**config.mk**
```make
export PLATFORM = sky130hd
export DESIGN_NAME = pie_clock_core
export DESIGN_NICKNAME = d
export VERILOG_FILES = /design/src/rtl/pie_pkg.sv /design/src/rtl/pie_divider.sv /design/src/rtl/pie_edge_sync.sv /design/src/rtl/pie_clock_core.sv
export VERILOG_INCLUDE_DIRS = /design/src /design/src/rtl
export SDC_FILE = /design/constraint.sdc
export NUM_CORES = 1
export LEC_CHECK = 0
export BUFFER_PORTS_ARGS = -buffer_cell sky130_fd_sc_hd__buf_2
export CORE_ASPECT_RATIO = 1.75
export CORE_UTILIZATION = 40
export DETAILED_ROUTE_END_ITERATION = 10
export GPL_ROUTABILITY_DRIVEN = 0
export SLEW_MARGIN = 0
export SYNTH_ARGS = -nofsm -noshare
export SYNTH_HDL_FRONTEND = slang
export SYNTH_SLANG_ARGS = --single-unit
```
**constraint.sdc**
```tcl
create_clock -name clk -period 2.8 [get_ports clk]
set_input_delay 0.28 -clock clk [delete_from_list [all_inputs] [get_ports clk]]
set_output_delay 0.28 -clock clk [all_outputs]
set_load 0.03 [all_outputs]
```
**src/rtl/pie_defs.svh**
```systemverilog
`ifndef PIE_DEFS_SVH
`define PIE_DEFS_SVH

// Word width of the control, buffer and counter registers and of the processor accumulator.
`define PIE_W 12

// Control word fields, vector index = 11 - accumulator bit number.
`define PIE_EN_OVF     11
`define PIE_MODE_HI    10
`define PIE_MODE_LO    9
`define PIE_RATE_HI    8
`define PIE_RATE_LO    6
`define PIE_EXT_START  5
`define PIE_INHIBIT    4
`define PIE_IRQ_EN     3
`define PIE_TRIG4_EN   2
`define PIE_TRIG2_EN   1
`define PIE_TRIG1_EN   0

// Status word positions as they land in the accumulator.
`define PIE_ST_OVF     11
`define PIE_ST_EV4     2
`define PIE_ST_EV2     1
`define PIE_ST_EV1     0

// Reset values, and the all-ones count that marks an overflow.
`define PIE_CTRL_RST   12'h000
`define PIE_COUNT_RST  12'h000
`define PIE_BUF_RST    12'h000
`define PIE_ALL_ONES   12'hfff

// Time base: fastest rate in hertz and its period in clock cycles.
`define PIE_CLK_HZ       125000000
`define PIE_BASE_HZ      100000
`define PIE_BASE_CYC     (`PIE_CLK_HZ / `PIE_BASE_HZ)
`define PIE_BASE_CYC_W   11
`define PIE_DECADE       10
`define PIE_DECADE_W     4

`endif

```
**src/rtl/pie_pkg.sv**
```systemverilog
package pie_pkg;

  // Low octal digit of a processor transfer command.
  typedef enum logic [2:0] {
    PIE_CMD_CLR_BITS  = 3'h0,
    PIE_CMD_SKIP      = 3'h1,
    PIE_CMD_SET_BITS  = 3'h2,
    PIE_CMD_PRESET    = 3'h3,
    PIE_CMD_RD_CTRL   = 3'h4,
    PIE_CMD_RD_STATUS = 3'h5,
    PIE_CMD_RD_BUF    = 3'h6,
    PIE_CMD_RD_COUNT  = 3'h7
  } pie_cmd_t;

  // Counting modes held in the mode field.
  typedef enum logic [1:0] {
    PIE_MODE_FREE    = 2'h0,
    PIE_MODE_RELOAD  = 2'h1,
    PIE_MODE_CAPTURE = 2'h2,
    PIE_MODE_CAP_CLR = 2'h3
  } pie_mode_t;

  // A transfer request from the processor.
  typedef struct packed {
    logic        valid;
    pie_cmd_t    cmd;
    logic [11:0] acc;
  } pie_req_t;

  // The answer to a transfer, one cycle after the request.
  typedef struct packed {
    logic        done;
    logic        acc_load;
    logic        acc_or;
    logic        skip;
    logic [11:0] data;
  } pie_ans_t;

endpackage

```
**src/rtl/pie_divider.sv**
```systemverilog
`timescale 1ns/1ps
`include "pie_defs.svh"

// Divides a stream of one-cycle ticks by N and emits one tick per N.
module pie_divider #(
  parameter int W = 4,
  parameter int N = 10
) (
  input  wire logic clk,
  input  wire logic resetn,
  input  wire logic tick_in,
  output logic      tick_out
);

  logic [W-1:0] cnt_r;
  logic [W-1:0] cnt_nxt;
  logic         tick_nxt;

  // Counts input ticks and wraps after the last one of a period.
  always_comb begin
    cnt_nxt  = cnt_r;
    tick_nxt = 1'b0;
    if (tick_in) begin
      if (cnt_r == W'(N - 1)) begin
        cnt_nxt  = '0;
        tick_nxt = 1'b1;
      end else begin
        cnt_nxt = cnt_r + W'(1);
      end
    end
  end

  // Registers the count and the output tick.
  always_ff @(posedge clk) begin
    if (!resetn) begin
      cnt_r    <= '0;
      tick_out <= 1'b0;
    end else begin
      cnt_r    <= cnt_nxt;
      tick_out <= tick_nxt;
    end
  end

endmodule

```
**src/rtl/pie_edge_sync.sv**
```systemverilog
`timescale 1ns/1ps

// Two-stage synchroniser followed by a falling-edge detector.
module pie_edge_sync (
  input  wire logic clk,
  input  wire logic resetn,
  input  wire logic din,
  output logic      fall
);

  logic meta_r;
  logic sync_r;
  logic last_r;
  logic fall_nxt;

  // A firing is the high-to-low step of the synchronised level.
  always_comb begin
    fall_nxt = last_r & ~sync_r;
  end

  // The first stage feeds only the second stage.
  always_ff @(posedge clk) begin
    if (!resetn) begin
      meta_r <= 1'b1;
      sync_r <= 1'b1;
      last_r <= 1'b1;
      fall   <= 1'b0;
    end else begin
      meta_r <= din;
      sync_r <= meta_r;
      last_r <= sync_r;
      fall   <= fall_nxt;
    end
  end

endmodule

```
**src/rtl/pie_clock_core.sv**
```systemverilog
`timescale 1ns/1ps
`include "pie_defs.svh"

// Operation
// [RULE_01] Each selected pulse adds one to counter.
// [RULE_02] Pulse at all ones registers an overflow.
// [RULE_03] Counter reaches processor only through buffer.
// [RULE_04] Twelve-bit buffer: loadable, readable, reload or capture.
// [RULE_05] Twelve-bit control word loaded from accumulator.
// [RULE_06] Free run: overflow flag held until cleared.
// [RULE_07] Mode field sits at bits one and two.
// [RULE_08] Mode 00 counts without reload or capture.
// [RULE_09] Mode 01 reloads buffer into counter on overflow.
// [RULE_10] Mode 10 captures counter, counting continues.
// [RULE_11] Mode 11 captures counter, then clears it.
// [RULE_12] Capture happens for any enabled channel.
// [RULE_13] Rate field selects stop, external, or frequency.
// [RULE_14] Overflow sets status only when bit 0 set.
// [RULE_15] Bit 6 enables converter start output.
// [RULE_16] Bit 7 inhibits counting; enabled firing clears it.
// [RULE_17] Bit 8 requests interrupt while status nonzero.
// [RULE_18] Bits 9-11 enable trigger channels 4,2,1.
// [RULE_19] Flag sets regardless of processor interrupt state.
// [RULE_20] Status read ORs bits in, then clears status.
// [RULE_21] Preset transfer loads buffer then counter.
// [RULE_22] Set and clear control bits per accumulator.
// [RULE_23] Counter read copies settled count via buffer.
// [RULE_24] Free run wraps to zero unattended.
// [RULE_25] Inputs synchronised, edge-detected to single pulses.
module pie_clock_core (
  input  wire logic             clk,
  input  wire logic             resetn,
  input  wire pie_pkg::pie_req_t iot_req,
  input  wire logic             ext_clock_in,
  input  wire logic [2:0]       trig_in,
  output pie_pkg::pie_ans_t     iot_ans,
  output logic                  irq,
  output logic                  clock_flag,
  output logic                  adc_start,
  output logic [11:0]           count_value
);

  // Synchronised falling edges: index 0..2 are triggers 1, 2, 4; index 3 is the external clock.
  logic [3:0] edge_fall;

  // Raw input levels in the same order as the synchronised edges.
  logic [3:0] sync_in;

  // Ticks of the internal time base: 100 kHz, 10 kHz, 1 kHz, 100 Hz.
  logic [3:0] rate_tick;

  // Architectural state.
  logic [11:0] ctrl_r;
  logic [11:0] ctrl_nxt;
  logic [11:0] buf_r;
  logic [11:0] buf_nxt;
  logic [11:0] count_r;
  logic [11:0] count_nxt;
  logic [3:0]  status_r;
  logic [3:0]  status_nxt;
  pie_pkg::pie_ans_t ans_nxt;
  logic        irq_nxt;
  logic        flag_nxt;
  logic        adc_start_nxt;

  // Decoded control fields and per-cycle events.
  pie_pkg::pie_mode_t mode;
  logic [2:0]  rate_sel;
  logic [2:0]  trig_en;
  logic [2:0]  trig_fire;
  logic        any_fire;
  logic        sel_tick;
  logic        count_ok;
  logic        ovf_evt;
  logic        status_clr;
  logic [3:0]  status_set;

  // Gathers the inputs so that every loop index selects a real bit.
  assign sync_in = {ext_clock_in, trig_in};

  // Each input goes through its own synchroniser and edge detector.
  genvar gi;
  generate
    for (gi = 0; gi < 4; gi = gi + 1) begin : g_sync
      pie_edge_sync u_sync (
        .clk    (clk),
        .resetn (resetn),
        .din    (sync_in[gi]),
        .fall   (edge_fall[gi])  // RULE_25
      );
    end
  endgenerate

  // The fastest rate comes straight from the system clock.
  pie_divider #(
    .W (`PIE_BASE_CYC_W),
    .N (`PIE_BASE_CYC)
  ) u_base (
    .clk      (clk),
    .resetn   (resetn),
    .tick_in  (1'b1),
    .tick_out (rate_tick[0])
  );

  // Each slower rate is a tenth of the one before it.
  generate
    for (gi = 1; gi < 4; gi = gi + 1) begin : g_decade
      pie_divider #(
        .W (`PIE_DECADE_W),
        .N (`PIE_DECADE)
      ) u_dec (
        .clk      (clk),
        .resetn   (resetn),
        .tick_in  (rate_tick[gi-1]),
        .tick_out (rate_tick[gi])
      );
    end
  endgenerate

  // Field decode of the control word.
  always_comb begin
    mode      = pie_pkg::pie_mode_t'(ctrl_r[`PIE_MODE_HI:`PIE_MODE_LO]);  // RULE_07
    rate_sel  = ctrl_r[`PIE_RATE_HI:`PIE_RATE_LO];
    trig_en   = {ctrl_r[`PIE_TRIG4_EN], ctrl_r[`PIE_TRIG2_EN], ctrl_r[`PIE_TRIG1_EN]};  // RULE_18
    trig_fire = edge_fall[2:0] & trig_en;
    any_fire  = |trig_fire;
  end

  // Rate selection; codes 000 and 111 stop the counter, code 110 runs at 1 kHz.
  always_comb begin
    unique case (rate_sel)
      3'h1:    sel_tick = edge_fall[3];  // RULE_13
      3'h2:    sel_tick = rate_tick[3];
      3'h3:    sel_tick = rate_tick[2];
      3'h4:    sel_tick = rate_tick[1];
      3'h5:    sel_tick = rate_tick[0];
      3'h6:    sel_tick = rate_tick[2];
      default: sel_tick = 1'b0;
    endcase
  end

  // Counter, buffer, control and status next values, processor transfers last so they win over all but a new status event.
  always_comb begin
    ctrl_nxt   = ctrl_r;
    buf_nxt    = buf_r;
    count_nxt  = count_r;
    status_clr = 1'b0;
    status_set = 4'h0;
    ovf_evt    = 1'b0;
    ans_nxt    = '0;

    // Counting is held off while the inhibit bit is set.
    count_ok = sel_tick & ~ctrl_r[`PIE_INHIBIT];  // RULE_16

    // One step per selected pulse; the step past all ones is an overflow.
    if (count_ok) begin
      if (count_r == `PIE_ALL_ONES) begin
        ovf_evt = 1'b1;  // RULE_02
        if (mode == pie_pkg::PIE_MODE_RELOAD) begin  // RULE_08
          count_nxt = buf_r;  // RULE_09
        end else begin
          count_nxt = 12'h000;  // RULE_24
        end
      end else begin
        count_nxt = count_r + 12'h001;  // RULE_01
      end
    end

    // In the capture modes any enabled channel copies the count into the buffer.
    if (mode[1] && any_fire) begin  // RULE_12
      buf_nxt = count_r;  // RULE_10
      if (mode == pie_pkg::PIE_MODE_CAP_CLR) begin
        count_nxt = 12'h000;  // RULE_11
      end
    end

    // An enabled firing releases the inhibit.
    if (any_fire) begin
      ctrl_nxt[`PIE_INHIBIT] = 1'b0;  // RULE_16
    end

    // Status collects overflow only when enabled, and enabled channel firings.
    status_set[3]   = ovf_evt & ctrl_r[`PIE_EN_OVF];  // RULE_14
    status_set[2:0] = trig_fire;  // RULE_18

    // Processor transfers.
    if (iot_req.valid) begin
      ans_nxt.done = 1'b1;
      unique case (iot_req.cmd)
        pie_pkg::PIE_CMD_CLR_BITS: begin
          ctrl_nxt = ctrl_nxt & ~iot_req.acc;  // RULE_22
        end
        pie_pkg::PIE_CMD_SET_BITS: begin
          ctrl_nxt = ctrl_nxt | iot_req.acc;  // RULE_22
        end
        pie_pkg::PIE_CMD_SKIP: begin
          ans_nxt.skip = |status_r;
        end
        pie_pkg::PIE_CMD_PRESET: begin
          buf_nxt   = iot_req.acc;  // RULE_21
          count_nxt = iot_req.acc;
        end
        pie_pkg::PIE_CMD_RD_CTRL: begin
          ans_nxt.acc_load = 1'b1;
          ans_nxt.data     = ctrl_r;
        end
        pie_pkg::PIE_CMD_RD_STATUS: begin
          ans_nxt.acc_or              = 1'b1;  // RULE_20
          ans_nxt.data[`PIE_ST_OVF]   = status_r[3];
          ans_nxt.data[`PIE_ST_EV4]   = status_r[2];
          ans_nxt.data[`PIE_ST_EV2]   = status_r[1];
          ans_nxt.data[`PIE_ST_EV1]   = status_r[0];
          status_clr                  = 1'b1;
        end
        pie_pkg::PIE_CMD_RD_BUF: begin
          ans_nxt.acc_load = 1'b1;  // RULE_04
          ans_nxt.data     = buf_r;
        end
        pie_pkg::PIE_CMD_RD_COUNT: begin
          // The value after this cycle's step is taken, never a count in transition.
          buf_nxt          = count_nxt;  // RULE_23
          ans_nxt.acc_load = 1'b1;  // RULE_03
          ans_nxt.data     = count_nxt;
        end
      endcase
    end

    // A new event in the clearing cycle survives the clear.
    status_nxt = (status_r & ~{4{status_clr}}) | status_set;  // RULE_06

    // Flag follows status whatever the processor interrupt state; the interrupt also needs control bit 8 set.
    flag_nxt = |status_nxt;  // RULE_19
    irq_nxt  = ctrl_nxt[`PIE_IRQ_EN] & (|status_nxt);  // RULE_17

    // The converter start pulse accompanies each overflow when enabled.
    adc_start_nxt = ovf_evt & ctrl_r[`PIE_EXT_START];  // RULE_15
  end

  // Registers all state; every output except count_value comes from here.
  always_ff @(posedge clk) begin
    if (!resetn) begin
      ctrl_r     <= `PIE_CTRL_RST;
      buf_r      <= `PIE_BUF_RST;
      count_r    <= `PIE_COUNT_RST;
      status_r   <= 4'h0;
      iot_ans    <= '0;
      irq        <= 1'b0;
      clock_flag <= 1'b0;
      adc_start  <= 1'b0;
    end else begin
      ctrl_r     <= ctrl_nxt;  // RULE_05
      buf_r      <= buf_nxt;
      count_r    <= count_nxt;
      status_r   <= status_nxt;
      iot_ans    <= ans_nxt;
      irq        <= irq_nxt;
      clock_flag <= flag_nxt;
      adc_start  <= adc_start_nxt;
    end
  end

  // Mirror of the counter for observation only.
  always_ff @(posedge clk) begin
    if (!resetn) begin
      count_value <= `PIE_COUNT_RST;
    end else begin
      count_value <= count_nxt;
    end
  end

endmodule

```
# == Word-level counts from Yosys, hierarchy flattened ==
# Index checks and enable logic that the tools add are counted.
# totals
reg_bits,102
latch_bits,0
ramBits,0
rom_bits,0
inputBits,22
output_inout_bits,31
wordCells,129
memories,0
# classes
n_addsub,5
multipliers,0
div,0
n_lt_le_gt_ge,0
n_eq_ne,20
shift,0
muxes,31
n_bitwise,21
n_reduce_logical,15
# ops
operator,count
two-way mux 12 bit,9
case mux 12 bit (2 select lines),2
case mux 8 bit (3 select lines),1
"equality test 3 bit, second input constant",7
two-way mux 16 bit,1
"adder 12 x 1 -> 12 bit, second input constant",1
"adder 4 x 1 -> 4 bit, second input constant",3
bitwise AND 12 bit,1
"equality test 12 bit, second input constant",1
"equality test 3 x 2 -> 1 bit, second input constant",4
"equality test 4 bit, second input constant",3
two-way mux 4 bit,3
NOT 12 bit,1
OR 12 bit,1
case mux 3 bit (4 select lines),1
"adder 11 x 1 -> 11 bit, second input constant",1
"equality test 11 bit, second input constant",1
two-way mux 1 bit,11
AND reduction 2 bit,5
bitwise AND 1 bit,8
OR reduction 4 bit,2
"equality test 3 x 1 -> 1 bit, second input constant",2
NOT 1 bit,6
OR reduction 3 bit,2
14 further kinds,15

# == Longest topological paths before layout ==
# depth
ltp_word,9
mapped_depth,7
mapped_depth_nobuf,7

# == By module ==
# Synthesis repeated with hierarchy kept, for this count alone.
# unflattened
cells_unflattened,520
hier_area_um2,4650.7
# by_module_without_submodules
module,n_inst,cells_per_inst,area_each_um2,seq_area_each_um2
pie_clock_core,1,360,3024.2,1181.1
pie_divider (g_decade[1].u_dec ...),3,24,216.5,100.1
pie_divider (u_base),1,56,546.8,240.2
pie_edge_sync,4,8,107.6,80.1

# == Least setup slack after synthesis ==
# Ideal clock, no wire load.
# synth_path
path_type,flip-flop to flip-flop
from,"register, netlist name count_value[1]"
to,register buf_r[9]
setup_time_ps,79
t_arrival_ps,2277
t_required_ps,2721
path_slack_ps,444
stages_incl_launch_ff,8
n_path_buf,0
period_less_slack_ps,2356
cell_sequence,dfxtp_1 > ha_1 > nand4_1 > nor4_1 > o2bb2a_1 > o21ai_0 > nand2_1 > o211ai_1
# synth_rtl
element,line,text
to (signal assigned),pie_clock_core.sv:243,buf_r <= `PIE_BUF_RST;
to (signal assigned),pie_clock_core.sv:252,buf_r <= buf_nxt;
to (decl),pie_clock_core.sv:55,logic [11:0] buf_r;

==> impl_metrics.yaml <==
floorplanning:
  die_y_um: 140
  dieArea_mm2: 0.0113
  initial_core_util: 0.410
  fp.coreArea_mm2: 0.0106
  rows: 50
  die_width_um: 80.9
  pin_count: 53
outcome:
  status: "complete, no violations"
route:
  routed_via_density: 5.68
  drt-initial-drc-count: 281
  vias: 3917
  drc: 0
  detail-route-antenna-nets: 0
  drt-total-wl_mm: 11.7
  first_pass_iters: 5
  post_drt_wl_per_cell_um: 17.0
clocking:
  clock_latency_ns: 0.34
  cts-buffers-inserted: 9
  cts_resized: 0
  clock_sinks: 102
  htreeDepth: 3
  clkTransAtPathRegs_ns: 0.07
  cts_hold_buf: 0
  tritoncts: "done"
  clockBufferDepth: 2
  root_buffer: "clkbuf_16"
  cts_setup_buffers: 0
timing:
  relSlewSlack: 0.522
  finalMaxSlewViolations: 0
  setup_viol: 0
  period_minus_slack_ns: 2.65
  hold_violations: 0
  setup-tns-final_ns: 0
  tightest_slew_ns: 0.710
  clock_skew_ns: 0.00946
  finalCritPeriodShare: 0.948
  hold_ws_ns: 0.113
  fmax_mhz: 377
  rsz0062_at_grt: "no"
power_and_ir_drop:
  leakagePower_nw: 2.03
  p_total_mw: 2.84
  p_per_area_mw_per_mm2: 561
  ir_worst_vdd_mv: 0.354
setup_path:
  worstSetupEndpointType: "flop"
  worst-setup-path-type: "reg2reg"
  cp_cell_sequence: "ha_1 > nand4_1 > nor4_1 > a21oi_1 > a211o_1 > a31oi_1"
  crit_required_ns: 3.05
  path_max_fanout: 8
  cp-start-kind: "flop"
  reg2reg_slack_ns: 0.15
  max_stage_delay_ns: 0.72
  r2r-end: "iot_ans[2]"
  critPathSlowestCell: "nor4_1"
  timing.rr.start: "count_value[1]"
  crit_arrival_ns: 2.90
  r2r_cells: 6
synth:
  synth_flop_cell: "dfxtp_1"
  synth.net_count: 526
  synth_top_area_cell: "dfxtp_1"
  async_flop_share: 0
  synth_cell_type_count: 59
  synth.top_cells.by_area: "dfxtp_1 (47%), mux2i_1 (6.0%), nand2_1 (5.7%)"
  syn_inst: 501
  seq_area_frac_synth: 0.468
  ys_ff_latch: 102
  synthDominantCellAreaShare: 0.468
  synth_edf_count: 0
  synth_area_per_cell_um2: 8.70
  yosys_warnings: 0
  syn_area_mm2: 0.00436
global_route:
  grt_first_pass_wirelength_mm: 18.4
  overflow: 0
  antenna_found_initial: 0
  grt_pass1_vias: 3705
  grt_start_max_net_pins: 28
  grt_usage: 0.216
finish:
  utilization: 0.476
  num-fill-cells: 1059
  layout_commonest_cell: "dfxtp_1"
  multi_input_area_mm2: 0.00218
  regArea_mm2: 0.00204
  antenna_cells: 0
  nets: 580
  design_area_mm2: 0.00506
  drive_gt1_frac: 0.161
  final_cell_mix: "dfxtp_1 (102), nand2_1 (66), buf_2 (52)"
  syn_to_final_growth_pct: 16.0
hold_path:
  hold_path_class: "in2reg"
  holdPathStages: 2
  min_to: "g_sync[2].u_sync.meta_r"
  min_from: "trig_in[2]"
place:
  place_area_mm2: 0.00478
  dpl.hpwl_mm: 8.66
  port_buffers: 52
job:
  cap_viol_max_count: 0
==> kinds of logic after synthesis <==
kind of cell               after synthesis  share of synthesized area
AOI/OAI and AO/OA                      103                      0.152
xor gates and xnor gates                13                     0.0261
adders and majority gates                3                    0.00861
buffers and inverters                   32                     0.0310
DFF                                    102                      0.468
muxes                                   27                     0.0623
and+or+nand+nor                        221                      0.251
==> per-stage QoR <==
step                setup slack, ns  instances
floorplan                     0.444        501
global placement              0.347        674
detailed placement            0.254        674
CTS                           0.233        690
global route                 0.0996        690
finish                        0.146        690
==> critical path: cells and delay by family, from the launching register on <==
family	cells	cell delay (ns)
AND/OR/NAND/NOR	2	1.09
adder cells (fa/ha/maj)	1	0.28
flip-flops	1	0.44
AO/OA/AOI/OAI	3	0.74
==> state kept, by name, indices dropped and copies added (netlist names), 3 cells and up <==
register / cells
g_sync.u_sync.fall: 4
buf_r: 12
status_r: 4
g_decade.u_dec.cnt_r: 12
ctrl_r: 12
g_sync.u_sync.last_r: 4
u_base.cnt_r: 11
g_sync.u_sync.sync_r: 4
iot_ans: 16
g_sync.u_sync.meta_r: 4
count_value: 12
g_decade.u_dec.tick_out: 3
==> worst max path at each step <==
stage | from | endpoint
final | count_value[1] | iot_ans[2]
after global routing | count_value[1] | iot_ans[2]
after CTS | count_value[1] | iot_ans[2]
after detailed placement | count_value[1] | iot_ans[2]
after global placement | count_value[1] | iot_ans[2]
after floorplan | count_value[1] | buf_r[9]
==> power by group <==
| part | total [mW] | switching, mW | leakage [nW] | internal, mW |
|---|---|---|---|---|
| Sequential | 1.50 | 0.0218 | 0.827 | 1.48 |
| Combinational | 0.161 | 0.107 | 1.07 | 0.0544 |
| Clock | 1.18 | 0.551 | 0.132 | 0.628 |
==> synth_stat cells, types with 3 or more instances <==
cell type,instances
nand4_1,6
nand2_1,66
a21oi_1,30
or2_2,4
nor3b_1,3
xor2_1,8
a211oi_1,4
inv_1,9
and2_1,3
buf_1,3
a22oi_1,4
o22ai_1,6
ha_1,3
nor2b_1,11
dfxtp_1,102
and4_1,3
nand3_1,31
mux2i_1,26
nor4_1,6
clkbuf_1,14
or3_1,3
and3_1,5
xnor2_1,5
nor2_1,48
o31ai_1,3
nor4b_1,3
nand2b_1,16
o221ai_1,3
o21ai_0,26
o211ai_1,6
nor3_1,6
==> per-layer routing <==
layer / share of wire / up-vias / global-route usage
met4: 0.047 / 0 / 0.129
met5: 0 / - / 0
met1: 0.38 / 1837 / 0.228
met3: 0.055 / 44 / 0.0423
met2: 0.52 / 152 / 0.381
li1: - / 1884 / -
==> area by class of cell <==
cell class                 count  share of cell area
clock buffer                  11              0.0480
clock inverter                 5             0.00668
inverter                      10             0.00742
multi-input combinational    367               0.432
sequential                   102               0.404
tap                          130              0.0321
timing repair buffer          65              0.0707
No activity file was read; power rests on OpenSTA's default activity.
